[src/fdsc_pkg.sv]
package fdsc_pkg;

	// Register offsets
	localparam logic [7:0] FDSC_OFS_DEV = 8'h1c;
	localparam logic [7:0] FDSC_OFS_DIV_LO = 8'h1d;
	localparam logic [7:0] FDSC_OFS_UPPER = 8'h1e;
	localparam logic [7:0] FDSC_OFS_CTRL = 8'h20;
	localparam logic [7:0] FDSC_OFS_STATUS = 8'h21;

	// Reset values
	localparam logic [7:0] FDSC_RST_DEV = 8'hdf;
	localparam logic [7:0] FDSC_RST_DIV_LO = 8'h04;
	localparam logic [7:0] FDSC_RST_UPPER = 8'h78;
	localparam logic [7:0] FDSC_RST_CTRL = 8'h00;

	// Field positions
	localparam int FDSC_SCALE_LSB = 5;
	localparam int FDSC_BYPASS_BIT = 3;
	localparam int FDSC_UPPER_LSB = 0;
	localparam int FDSC_CTRL_EN_BIT = 0;
	localparam int FDSC_CTRL_INV_BIT = 1;
	localparam int FDSC_CTRL_ASK_BIT = 2;
	localparam int FDSC_STAT_RUN_BIT = 0;
	localparam int FDSC_STAT_BYP_BIT = 1;
	localparam int FDSC_STAT_INV_BIT = 2;

	// Widths
	localparam int FDSC_MULT_W = 5;
	localparam int FDSC_SCALE_W = 3;
	localparam int FDSC_UPPER_W = 3;
	localparam int FDSC_DIV_W = 11;
	localparam int FDSC_HIST_W = 4;
	localparam int FDSC_SAMPLE_W = 6;
	localparam int FDSC_PROD_W = 11;
	localparam int FDSC_DEV_W = 18;

	// Filter taps, one nibble per tap, oldest in the top nibble
	localparam logic [15:0] FDSC_TAPS = 16'h1331;
	// Unshaped full swing of one sample
	localparam logic signed [5:0] FDSC_FULL_SWING = 6'sh10;
	// Scaling codes of note
	localparam logic [2:0] FDSC_SCALE_DIV64 = 3'h0;
	localparam logic [2:0] FDSC_SCALE_UNITY = 3'h6;
	localparam logic [2:0] FDSC_SCALE_X2 = 3'h7;

	// Deviation setting as applied
	typedef struct packed
	{
		logic [FDSC_SCALE_W-1:0] scale_code;
		logic [FDSC_MULT_W-1:0] multiplier;
	} fdsc_dev_s;

	// Register port request
	typedef struct packed
	{
		logic [7:0] addr;
		logic [7:0] wdata;
		logic wr;
		logic rd;
	} fdsc_bus_s;

	typedef enum logic [1:0]
	{
		FDSC_IDLE = 2'b00,
		FDSC_RUN = 2'b01
	} fdsc_state_e;

endpackage

[src/fdsc_top.sv]
// Overview of operation
// - Scaling code in bits 7:5 divides by 64 down to 1, code 111 doubles.
// - Each filter sample is multiplied by the unsigned 5-bit value, 0 to 31.
// - Filter divider is 11 bits; its low byte sits in the low-byte register.
// - Divider top three bits come from the upper config register, above the low byte.
// - Chip one gives positive deviation, zero negative; inversion swaps the directions.
// - Deviation is signed about the centre, so tone spacing is twice the deviation.
// - Bypass bit clear shapes, set passes plain FSK; ASK mode always bypasses.
//
// The strobed register port is this design's own decision.
module fdsc_top
(
	// Clock and reset
	input wire logic clk,
	input wire logic rst_n,
	// Register port
	input wire fdsc_pkg::fdsc_bus_s bus_req,
	output logic [7:0] rdata,
	// Encoded chip stream
	input wire logic chip_data,
	// Filter timing
	output logic sample_tick,
	output logic [fdsc_pkg::FDSC_DIV_W-1:0] active_divider,
	// Modulation output
	output logic signed [fdsc_pkg::FDSC_DEV_W-1:0] deviation,
	output logic deviation_vld
);
	import fdsc_pkg::*;

	typedef struct packed
	{
		fdsc_state_e st;
		logic [7:0] dev_reg;
		logic [7:0] div_lo;
		logic [7:0] upper;
		logic [7:0] ctrl;
		fdsc_dev_s act_dev;
		logic [FDSC_DIV_W-1:0] act_div;
		logic act_bypass;
		logic act_inv;
		logic [FDSC_DIV_W-1:0] cnt;
		logic tick;
		logic [FDSC_HIST_W-1:0] hist;
		logic signed [FDSC_SAMPLE_W-1:0] sample;
		fdsc_dev_s sample_dev;
		logic sample_vld;
		logic [7:0] rdata;
	} fdsc_core_s;

	fdsc_core_s s;
	fdsc_core_s next_s;
	logic pol;
	logic [FDSC_HIST_W-1:0] new_hist;
	logic signed [FDSC_SAMPLE_W-1:0] acc;
	logic signed [FDSC_SAMPLE_W-1:0] term [FDSC_HIST_W];
	logic [FDSC_DIV_W-1:0] prog_div;
	logic prog_bypass;

	// Programmed divider, upper bits above low byte
	// concatenate upper bits
	assign prog_div = {s.upper[FDSC_UPPER_LSB +: FDSC_UPPER_W], s.div_lo};
	assign prog_bypass = s.upper[FDSC_BYPASS_BIT] | s.ctrl[FDSC_CTRL_ASK_BIT];

	// Chip polarity toward positive deviation
	// inversion swaps direction
	assign pol = chip_data ^ s.act_inv;
	assign new_hist = {s.hist[FDSC_HIST_W-2:0], pol};

	// Signed weight of each tap, positive for a one chip
	for (genvar g = 0; g < FDSC_HIST_W; g++)
	begin : g_tap
		logic signed [FDSC_SAMPLE_W-1:0] weight;
		assign weight = FDSC_SAMPLE_W'(FDSC_TAPS[4*g +: 4]);
		assign term[g] = new_hist[g] ? weight : -weight;
	end

	// Shaping filter, weighted sum of recent chips
	always_comb
	begin
		acc = '0;
		for (int i = 0; i < FDSC_HIST_W; i++)
			acc = acc + term[i];
	end

	// Next state of the whole block
	always_comb
	begin
		next_s = s;
		next_s.tick = 1'b0;
		next_s.sample_vld = 1'b0;
		next_s.rdata = '0;

		// Register writes
		if (bus_req.wr)
		begin
			case (bus_req.addr)
				FDSC_OFS_DEV: next_s.dev_reg = bus_req.wdata;
				FDSC_OFS_DIV_LO: next_s.div_lo = bus_req.wdata;
				FDSC_OFS_UPPER: next_s.upper = bus_req.wdata;
				FDSC_OFS_CTRL: next_s.ctrl = bus_req.wdata;
				default: next_s.ctrl = s.ctrl;
			endcase
		end

		// Register reads, data in the next cycle only
		if (bus_req.rd)
		begin
			case (bus_req.addr)
				FDSC_OFS_DEV: next_s.rdata = s.dev_reg;
				FDSC_OFS_DIV_LO: next_s.rdata = s.div_lo;
				FDSC_OFS_UPPER: next_s.rdata = s.upper;
				FDSC_OFS_CTRL: next_s.rdata = s.ctrl;
				FDSC_OFS_STATUS:
				begin
					next_s.rdata[FDSC_STAT_RUN_BIT] = (s.st == FDSC_RUN);
					next_s.rdata[FDSC_STAT_BYP_BIT] = s.act_bypass;
					next_s.rdata[FDSC_STAT_INV_BIT] = s.act_inv;
				end
				default: next_s.rdata = '0;
			endcase
		end

		// Sample divider and setting hand-over
		case (s.st)
			FDSC_IDLE:
			begin
				next_s.cnt = '0;
				if (s.ctrl[FDSC_CTRL_EN_BIT])
					next_s.st = FDSC_RUN;
			end
			FDSC_RUN:
			begin
				if (!s.ctrl[FDSC_CTRL_EN_BIT])
					next_s.st = FDSC_IDLE;
				else if (s.cnt == '0)
				begin
					next_s.tick = 1'b1;
					next_s.act_dev = fdsc_dev_s'(s.dev_reg);
					next_s.act_div = prog_div;
					next_s.act_bypass = prog_bypass;
					next_s.act_inv = s.ctrl[FDSC_CTRL_INV_BIT];
					next_s.cnt = prog_div;
				end
				else
					next_s.cnt = s.cnt - 1'b1;
			end
			default: next_s.st = FDSC_IDLE;
		endcase

		// One filter step per boundary
		if (s.tick)
		begin
			next_s.hist = new_hist;
			next_s.sample_dev = s.act_dev;
			next_s.sample_vld = 1'b1;
			if (s.act_bypass)
				next_s.sample = pol ? FDSC_FULL_SWING : -FDSC_FULL_SWING;
			else
				next_s.sample = acc <<< 1;
		end
	end

	// State register with fixed reset values
	always_ff @(posedge clk)
	begin
		if (!rst_n)
		begin
			s <= '0;
			s.st <= FDSC_IDLE;
			s.dev_reg <= FDSC_RST_DEV;
			s.div_lo <= FDSC_RST_DIV_LO;
			s.upper <= FDSC_RST_UPPER;
			s.ctrl <= FDSC_RST_CTRL;
		end
		else
			s <= next_s;
	end

	// Deviation multiply and scale
	fdsc_scaler u_scaler
	(
		.clk(clk),
		.rst_n(rst_n),
		.sample(s.sample),
		.sample_vld(s.sample_vld),
		.cfg(s.sample_dev),
		.deviation(deviation),
		.deviation_vld(deviation_vld)
	);

	assign rdata = s.rdata;
	assign sample_tick = s.tick;
	assign active_divider = s.act_div;

	a_dev_write: assert property (@(posedge clk) disable iff (!rst_n)
		bus_req.wr && bus_req.addr == FDSC_OFS_DEV |=> s.dev_reg == $past(bus_req.wdata))
		else $error("deviation register not written");
	a_div_concat: assert property (@(posedge clk) disable iff (!rst_n)
		s.st == FDSC_RUN && s.ctrl[FDSC_CTRL_EN_BIT] && s.cnt == '0
		|=> active_divider == {$past(s.upper[2:0]), $past(s.div_lo)})
		else $error("divider not joined from both registers");
	a_cfg_stable: assert property (@(posedge clk) disable iff (!rst_n)
		!next_s.tick |=> $stable(s.act_dev) && $stable(s.act_div))
		else $error("setting changed between boundaries");
	a_tick_spacing: assert property (@(posedge clk) disable iff (!rst_n)
		sample_tick && active_divider == 11'h001 && s.ctrl[FDSC_CTRL_EN_BIT]
		&& prog_div == 11'h001 ##1 s.ctrl[FDSC_CTRL_EN_BIT] |=> sample_tick)
		else $error("divider spacing wrong");
	a_bypass_swing: assert property (@(posedge clk) disable iff (!rst_n)
		s.tick && s.act_bypass && pol |=> s.sample == FDSC_FULL_SWING ##1 deviation_vld)
		else $error("bypass sample not full swing");
	a_invert_sign: assert property (@(posedge clk) disable iff (!rst_n)
		s.tick && s.act_bypass && s.act_inv && chip_data |=> s.sample == -FDSC_FULL_SWING)
		else $error("inversion did not swap direction");

	// Register writes of the divider halves
	// check
	a_div_lo_write: assert property (@(posedge clk) disable iff (!rst_n)
		bus_req.wr && bus_req.addr == FDSC_OFS_DIV_LO |=> s.div_lo == $past(bus_req.wdata))
		else $error("divider low byte not written");
	a_upper_write: assert property (@(posedge clk) disable iff (!rst_n)
		bus_req.wr && bus_req.addr == FDSC_OFS_UPPER |=> s.upper == $past(bus_req.wdata))
		else $error("upper config not written");

	// Sample divider counting
	// check
	a_tick_load: assert property (@(posedge clk) disable iff (!rst_n)
		sample_tick |-> s.cnt == active_divider)
		else $error("counter not loaded with applied divider");
	a_count_down: assert property (@(posedge clk) disable iff (!rst_n)
		s.st == FDSC_RUN && s.ctrl[FDSC_CTRL_EN_BIT] && s.cnt != '0
		|=> !sample_tick && s.cnt == $past(s.cnt) - 1'b1)
		else $error("divider count step wrong");
	a_tick_due: assert property (@(posedge clk) disable iff (!rst_n)
		s.st == FDSC_RUN && s.ctrl[FDSC_CTRL_EN_BIT] && s.cnt == '0 |=> sample_tick)
		else $error("boundary missed at count end");
	a_idle_quiet: assert property (@(posedge clk) disable iff (!rst_n)
		s.st == FDSC_IDLE |=> !sample_tick && s.cnt == '0)
		else $error("boundary while idle");

	// Settings taken at the boundary
	// check
	a_ask_bypass: assert property (@(posedge clk) disable iff (!rst_n)
		s.st == FDSC_RUN && s.ctrl[FDSC_CTRL_EN_BIT] && s.cnt == '0
		&& s.ctrl[FDSC_CTRL_ASK_BIT] |=> s.act_bypass)
		else $error("shaping left on in ASK mode");
	a_bypass_load: assert property (@(posedge clk) disable iff (!rst_n)
		s.st == FDSC_RUN && s.ctrl[FDSC_CTRL_EN_BIT] && s.cnt == '0
		|=> s.act_bypass == $past(prog_bypass))
		else $error("bypass not taken at boundary");
	a_inv_load: assert property (@(posedge clk) disable iff (!rst_n)
		s.st == FDSC_RUN && s.ctrl[FDSC_CTRL_EN_BIT] && s.cnt == '0
		|=> s.act_inv == $past(s.ctrl[FDSC_CTRL_INV_BIT]))
		else $error("inversion not taken at boundary");
	a_dev_load: assert property (@(posedge clk) disable iff (!rst_n)
		s.st == FDSC_RUN && s.ctrl[FDSC_CTRL_EN_BIT] && s.cnt == '0
		|=> s.act_dev == $past(s.dev_reg))
		else $error("deviation not taken at boundary");
	a_inv_hold: assert property (@(posedge clk) disable iff (!rst_n)
		!next_s.tick |=> $stable(s.act_inv) && $stable(s.act_bypass))
		else $error("mode changed between boundaries");
	a_sample_dev: assert property (@(posedge clk) disable iff (!rst_n)
		s.tick |=> s.sample_dev == $past(s.act_dev) && s.sample_vld)
		else $error("sample paired with wrong setting");

	// Filter output per history, status bypass bit and scaler valid
	// check
	a_bypass_low: assert property (@(posedge clk) disable iff (!rst_n)
		s.tick && s.act_bypass && !pol |=> s.sample == -FDSC_FULL_SWING)
		else $error("bypass low sample not full swing");
	a_shaped_high: assert property (@(posedge clk) disable iff (!rst_n)
		s.tick && !s.act_bypass && new_hist == '1 |=> s.sample == FDSC_FULL_SWING)
		else $error("settled high not full swing");
	a_shaped_low: assert property (@(posedge clk) disable iff (!rst_n)
		s.tick && !s.act_bypass && new_hist == '0 |=> s.sample == -FDSC_FULL_SWING)
		else $error("settled low not full swing");
	a_shaped_mid: assert property (@(posedge clk) disable iff (!rst_n)
		s.tick && !s.act_bypass && new_hist == 4'h3 |=> s.sample == '0)
		else $error("mid step not at centre");
	a_status_bypass: assert property (@(posedge clk) disable iff (!rst_n)
		bus_req.rd && bus_req.addr == FDSC_OFS_STATUS
		|=> rdata[FDSC_STAT_BYP_BIT] == $past(s.act_bypass))
		else $error("status bypass bit wrong");
	a_vld_follow: assert property (@(posedge clk) disable iff (!rst_n)
		s.sample_vld |=> deviation_vld)
		else $error("sample not scaled");

	c_shaped: cover property (@(posedge clk) s.tick && !s.act_bypass);
	c_ask: cover property (@(posedge clk) s.tick && s.ctrl[FDSC_CTRL_ASK_BIT]);
	c_stop: cover property (@(posedge clk) s.st == FDSC_RUN ##1 s.st == FDSC_IDLE);
	c_invert: cover property (@(posedge clk) s.tick && s.act_inv);

endmodule // fdsc_top

[src/fdsc_scaler.sv]
module fdsc_scaler
(
	// Clock and reset
	input wire logic clk,
	input wire logic rst_n,
	// Shaped sample in
	input wire logic signed [fdsc_pkg::FDSC_SAMPLE_W-1:0] sample,
	input wire logic sample_vld,
	input wire fdsc_pkg::fdsc_dev_s cfg,
	// Deviation out, in units of 1/64 of a sample step
	output logic signed [fdsc_pkg::FDSC_DEV_W-1:0] deviation,
	output logic deviation_vld
);
	import fdsc_pkg::*;

	typedef struct packed
	{
		logic signed [FDSC_DEV_W-1:0] dev;
		logic vld;
	} fdsc_scl_s;

	fdsc_scl_s s;
	fdsc_scl_s next_s;
	logic signed [FDSC_PROD_W-1:0] prod;
	logic signed [FDSC_DEV_W-1:0] prod_ext;

	// Sample times unsigned multiplier
	// multiply by setting
	assign prod = FDSC_PROD_W'(sample * $signed({1'b0, cfg.multiplier}));
	assign prod_ext = FDSC_DEV_W'(prod);

	// Shift left by code: code 0 is x1/64, code 6 is x1, code 7 is x2
	always_comb
	begin
		next_s = s;
		next_s.vld = sample_vld;
		if (sample_vld)
			next_s.dev = prod_ext <<< cfg.scale_code;
	end

	always_ff @(posedge clk)
	begin
		if (!rst_n)
			s <= '0;
		else
			s <= next_s;
	end

	assign deviation = s.dev;
	assign deviation_vld = s.vld;

	a_scale_double: assert property (@(posedge clk) disable iff (!rst_n)
		sample_vld && cfg.scale_code == FDSC_SCALE_X2 |=> deviation == ($past(prod_ext) <<< 7))
		else $error("x2 scaling wrong");
	a_scale_unity: assert property (@(posedge clk) disable iff (!rst_n)
		sample_vld && cfg.scale_code == FDSC_SCALE_UNITY |=> deviation == ($past(prod_ext) <<< 6))
		else $error("unity scaling wrong");
	a_mult_zero: assert property (@(posedge clk) disable iff (!rst_n)
		sample_vld && cfg.multiplier == '0 |=> deviation == '0 && deviation_vld)
		else $error("zero multiplier gives nonzero deviation");
	a_dev_symmetric: assert property (@(posedge clk) disable iff (!rst_n)
		sample_vld && sample < 0 && cfg.multiplier != '0 |=> deviation < 0)
		else $error("deviation sign not centred");

	c_div64: cover property (@(posedge clk) sample_vld && cfg.scale_code == FDSC_SCALE_DIV64);

endmodule // fdsc_scaler

[config.mk]
export PLATFORM = sky130hd
export DESIGN_NAME = fdsc_top
export DESIGN_NICKNAME = d
export VERILOG_FILES = /design/src/fdsc_pkg.sv /design/src/fdsc_top.sv /design/src/fdsc_scaler.sv
export SDC_FILE = /design/constraint.sdc
export NUM_CORES = 1
export LEC_CHECK = 0
export BUFFER_PORTS_ARGS = -buffer_cell sky130_fd_sc_hd__clkbuf_2
export CORE_ASPECT_RATIO = 0.9
export CORE_MARGIN = 8
export CORE_UTILIZATION = 33
export DETAILED_ROUTE_END_ITERATION = 12
export HOLD_SLACK_MARGIN = 0.06
export PLACE_DENSITY = 0.53
export SETUP_SLACK_MARGIN = 0.15
export SLEW_MARGIN = 5
export SYNTH_ARGS = -nofsm -noshare
export SYNTH_HDL_FRONTEND = slang
export SYNTH_HIERARCHICAL = 1
export SYNTH_SLANG_ARGS = --single-unit
[constraint.sdc]
create_clock -name clk -period 11.5 [get_ports clk]
set_input_delay 1.725 -clock clk [delete_from_list [all_inputs] [get_ports clk]]
set_output_delay 1.725 -clock clk [all_outputs]
set_load 0.005 [all_outputs]
==> out/qor.yml <==
power:
  netSwitchingFraction: 0.244
  clkPwrFrac: 0.435
  combPwrFrac: 0.039
  switchingPower_w: 0.000175
  p_int_w: 0.000544
  power_density_nw_per_um2: 97.6
  vdd_ir_drop_max_mv: 0.0644
  p_leak_nw: 2.97
  pwr-share-seq: 0.526
worst_setup_path:
  cp_common_cell: "fa_1"
  cp-start-kind: "flop"
  critPathSlowestCell: "fa_1"
  r2r_start: "s[9]$_SDFFE_PN0P_"
  crit_type: "reg2reg"
  required_ps: 11710
  cp-startpoint: "s[9]$_SDFFE_PN0P_"
  cpLargestDelayFamily: "adder cells"
  path_cells: "and2_1 -> fa_1 -> fa_1 -> inv_1 -> fa_1 -> inv_1 -> ha_1 -> nand2_2 -> o31ai_4 -> xor2_2 -> mux4_1 -> o21ai_1 -> a21oi_1"
  arrival_ps: 4580
  path_max_fanout: 8
  slowest_delay_ps: 570
  endpoint_kind: "flop"
  path_buf_inv: 2
logic_synthesis:
  syn_inst: 770
  ys_seq_elements: 109
  synth_seq_area_share: 0.324
  synth_warnings: 6
  synth_edf_count: 0
  synthesis.area_sq_um: 6730
  synth_ff_type: "dfxtp_1"
  synthArstFlopShare: 0
  synth.avg_cell_area_sq_um: 8.75
  synth.distinct_cells: 76
route:
  routed_via_density: 4.88
  drc_errors: 0
  drt-wirelength-per-cell_um: 14.7
  finalWirelength_um: 15500
  num_vias: 5135
  drtIter0Drc: 379
  ant_nets: 0
  drtPass1Iterations: 5
die:
  core_area_sq_um: 20000
  die_y_um: 152
  ios: 60
  fp.dieW_um: 167
  die_area_sq_um: 25200
  initial_core_util: 0.337
  row_count: 49
sta:
  period_share: 0.380
  timing.setup.tns_ps: 0
  fin_crit_ps: 4370
  slew_viol_final: 0
  rsz0062_at_grt: "false"
  skew_ps: 12.5
  slew-limit-headroom: 0.366
  fin_ws_ps: 7130
  setup-violations-final: 0
  final_hold_viol_count: 0
  worst-slew-pin-transition_ps: 950
  hold_ws_ps: 464
  max_freq_mhz: 229
run_status:
  status: "complete, no violations"
final_layout:
  nets: 864
  area_growth_pct: 9.31
  n_antenna_cell: 0
  final_core_util: 0.368
  layout-drive-gt1-share: 0.147
min_path:
  min_from: "active_divider[1]$_SDFFE_PN0P_"
  hold_path_class: "reg2reg"
clock_tree:
  clock-sinks: 109
  postCtsHoldBufs: 0
  cts_setup_buffers: 0
  cts_buffer_depth: 2
  clk_latency_ps: 350
  cts_inserted_buffers: 9
  root_buffer: "clkbuf_16"
  post_cts_resized: 0
  clkSlewWorstSetupHoldPaths_ps: 80
  cts_tree: "yes"
  htreeDepth: 3
global_routing:
  grt_pass1_vias: 5101
  use_met3: 0.0295
  top_usage_layer: "met2"
  grt_pass1_wl_um: 26200
  grt_use_total: 0.126
  met1_usage: 0.171
  grt_start_max_net_pins: 83
  met2_usage: 0.202
  grt_overflow: 0
  antenna_found_initial: 0
placed_design:
  port_buffers: 59
  hpwlAfterDp_um: 11400
  gp_congestion: 0.827
  dp_slack_ps: 7130
run:
  drv_cap: 0
==> final timing paths <==
kind,to,slack (ps),cells after the start
worst max-delay path,u_scaler/deviation[8]$_SDFFE_PN0P_,7130,13
worst min-delay path,active_divider[1]$_SDFFE_PN0P_,460,2
worst max register to register,u_scaler/deviation[8]$_SDFFE_PN0P_,7130,13
worst min register to register,active_divider[1]$_SDFFE_PN0P_,460,2
==> stage by stage <==
step	power, W	std cells	area, sq um
3_5_place_dp	0.000415	1036	7060
5_1_grt	0.000745	1052	7360
6_report	0.000719	1052	7360
3_3_place_gp	0.000415	1036	7060
2_1_floorplan	0.000404	780	6770
4_1_cts	0.000732	1052	7360
==> worst reg2reg max path: stages (launching register included) <==
cell and delay, ps:
dfxtp_1 450, and2_1 280, fa_1 570, fa_1 570, inv_1 50, fa_1 520, inv_1 40, ha_1 370
nand2_2 90, o31ai_4 390, xor2_2 140, mux4_1 530, o21ai_1 140, a21oi_1 80
==> metal layers <==
layer  up-vias  part of all wire
met3         9             0.048
li1       2644                 -
met1      2368              0.50
met5         -                 0
met2       114              0.44
met4         0             0.010
==> power by group through the flow <==
stage                     Combinational, W  Clock [W]  Sequential (W)
after floorplan                  0.0000176          0        0.000387
after global placement           0.0000278          0        0.000387
after detailed placement         0.0000276          0        0.000387
after CTS                        0.0000277   0.000326        0.000378
after global routing             0.0000311   0.000336        0.000378
final                            0.0000277   0.000313        0.000378
==> synthesized netlist by cell type, types with 3 or more instances <==
master / instances / area, sq um
o21ai_0: 28 / 140
a21boi_2: 20 / 225
a22o_1: 3 / 26.3
mux2_2: 3 / 33.8
inv_1: 46 / 173
xor2_1: 6 / 52.6
a21boi_1: 7 / 52.6
o211ai_1: 13 / 97.6
dfxtp_1: 109 / 2180
a31oi_1: 4 / 25.0
nor4_1: 3 / 18.8
and2_1: 31 / 194
nand3b_1: 3 / 22.5
clkbuf_1: 27 / 101
mux2i_1: 33 / 330
nor3_1: 8 / 40.0
buf_6: 3 / 33.8
nand2b_1: 4 / 25.0
nor2_1: 43 / 161
xnor2_1: 10 / 87.6
a22oi_1: 9 / 67.6
a21boi_0: 19 / 143
nor3b_1: 6 / 45.0
or4_1: 3 / 22.5
a21oi_1: 20 / 100
buf_2: 5 / 25.0
nand2_1: 129 / 484
nor2b_1: 19 / 119
buf_4: 22 / 165
nand3_1: 27 / 135
ha_1: 27 / 338
and3_1: 4 / 25.0
a211oi_1: 4 / 30.0
fa_1: 24 / 480
==> state kept, by name, summed over array words and instances (netlist names) <==
register / count
s: 56
u_scaler/deviation: 18
active_divider: 11
prog_div: 11
rdata: 8
new_hist: 3
sample_tick: 1
u_scaler/deviation_vld: 1
==> cells in the final DEF, fill, tap and decap left out, types with 4 or more instances in the layout <==
master and instances:
clkbuf_2 59, fa_1 24, o211ai_1 13, a211oi_1 4, xor2_1 6, ha_1 27, conb_1 11, inv_1 46
nor3_1 8, o21ai_0 28, nor3b_1 6, a21boi_2 20, nor2_1 43, a21oi_1 20, nand3_1 27, mux2i_1 33
nand2_1 129, xnor2_1 10, nand2b_1 4, a21boi_1 7, a22oi_1 9, and2_1 31, dfxtp_1 109, nor2b_1 19
and3_1 4, clkbuf_16 9, a31oi_1 4, a21boi_0 19
==> final cells by class <==
class	instances	area, sq um
clock buffer	9	225
clock inverter	7	78.8
fill	2113	12600
inverter	46	173
multi-input combinational	566	4080
sequential	109	2180
tap	255	319
timing repair buffer	60	303
==> cell families (layout without fill, tap and decap cells) <==
logic type	after synthesis	after routing	synth area share
xor gates and xnor gates	18	18	0.0266
adders and majority gates	51	51	0.122
DFF	109	109	0.324
and+or+nand+nor	296	296	0.217
buffers and inverters	105	122	0.0756
other	1	11	0.000557
muxes	39	39	0.0641
AOI/OAI and AO/OA	151	151	0.171
(Power assumes the default switching activity.)
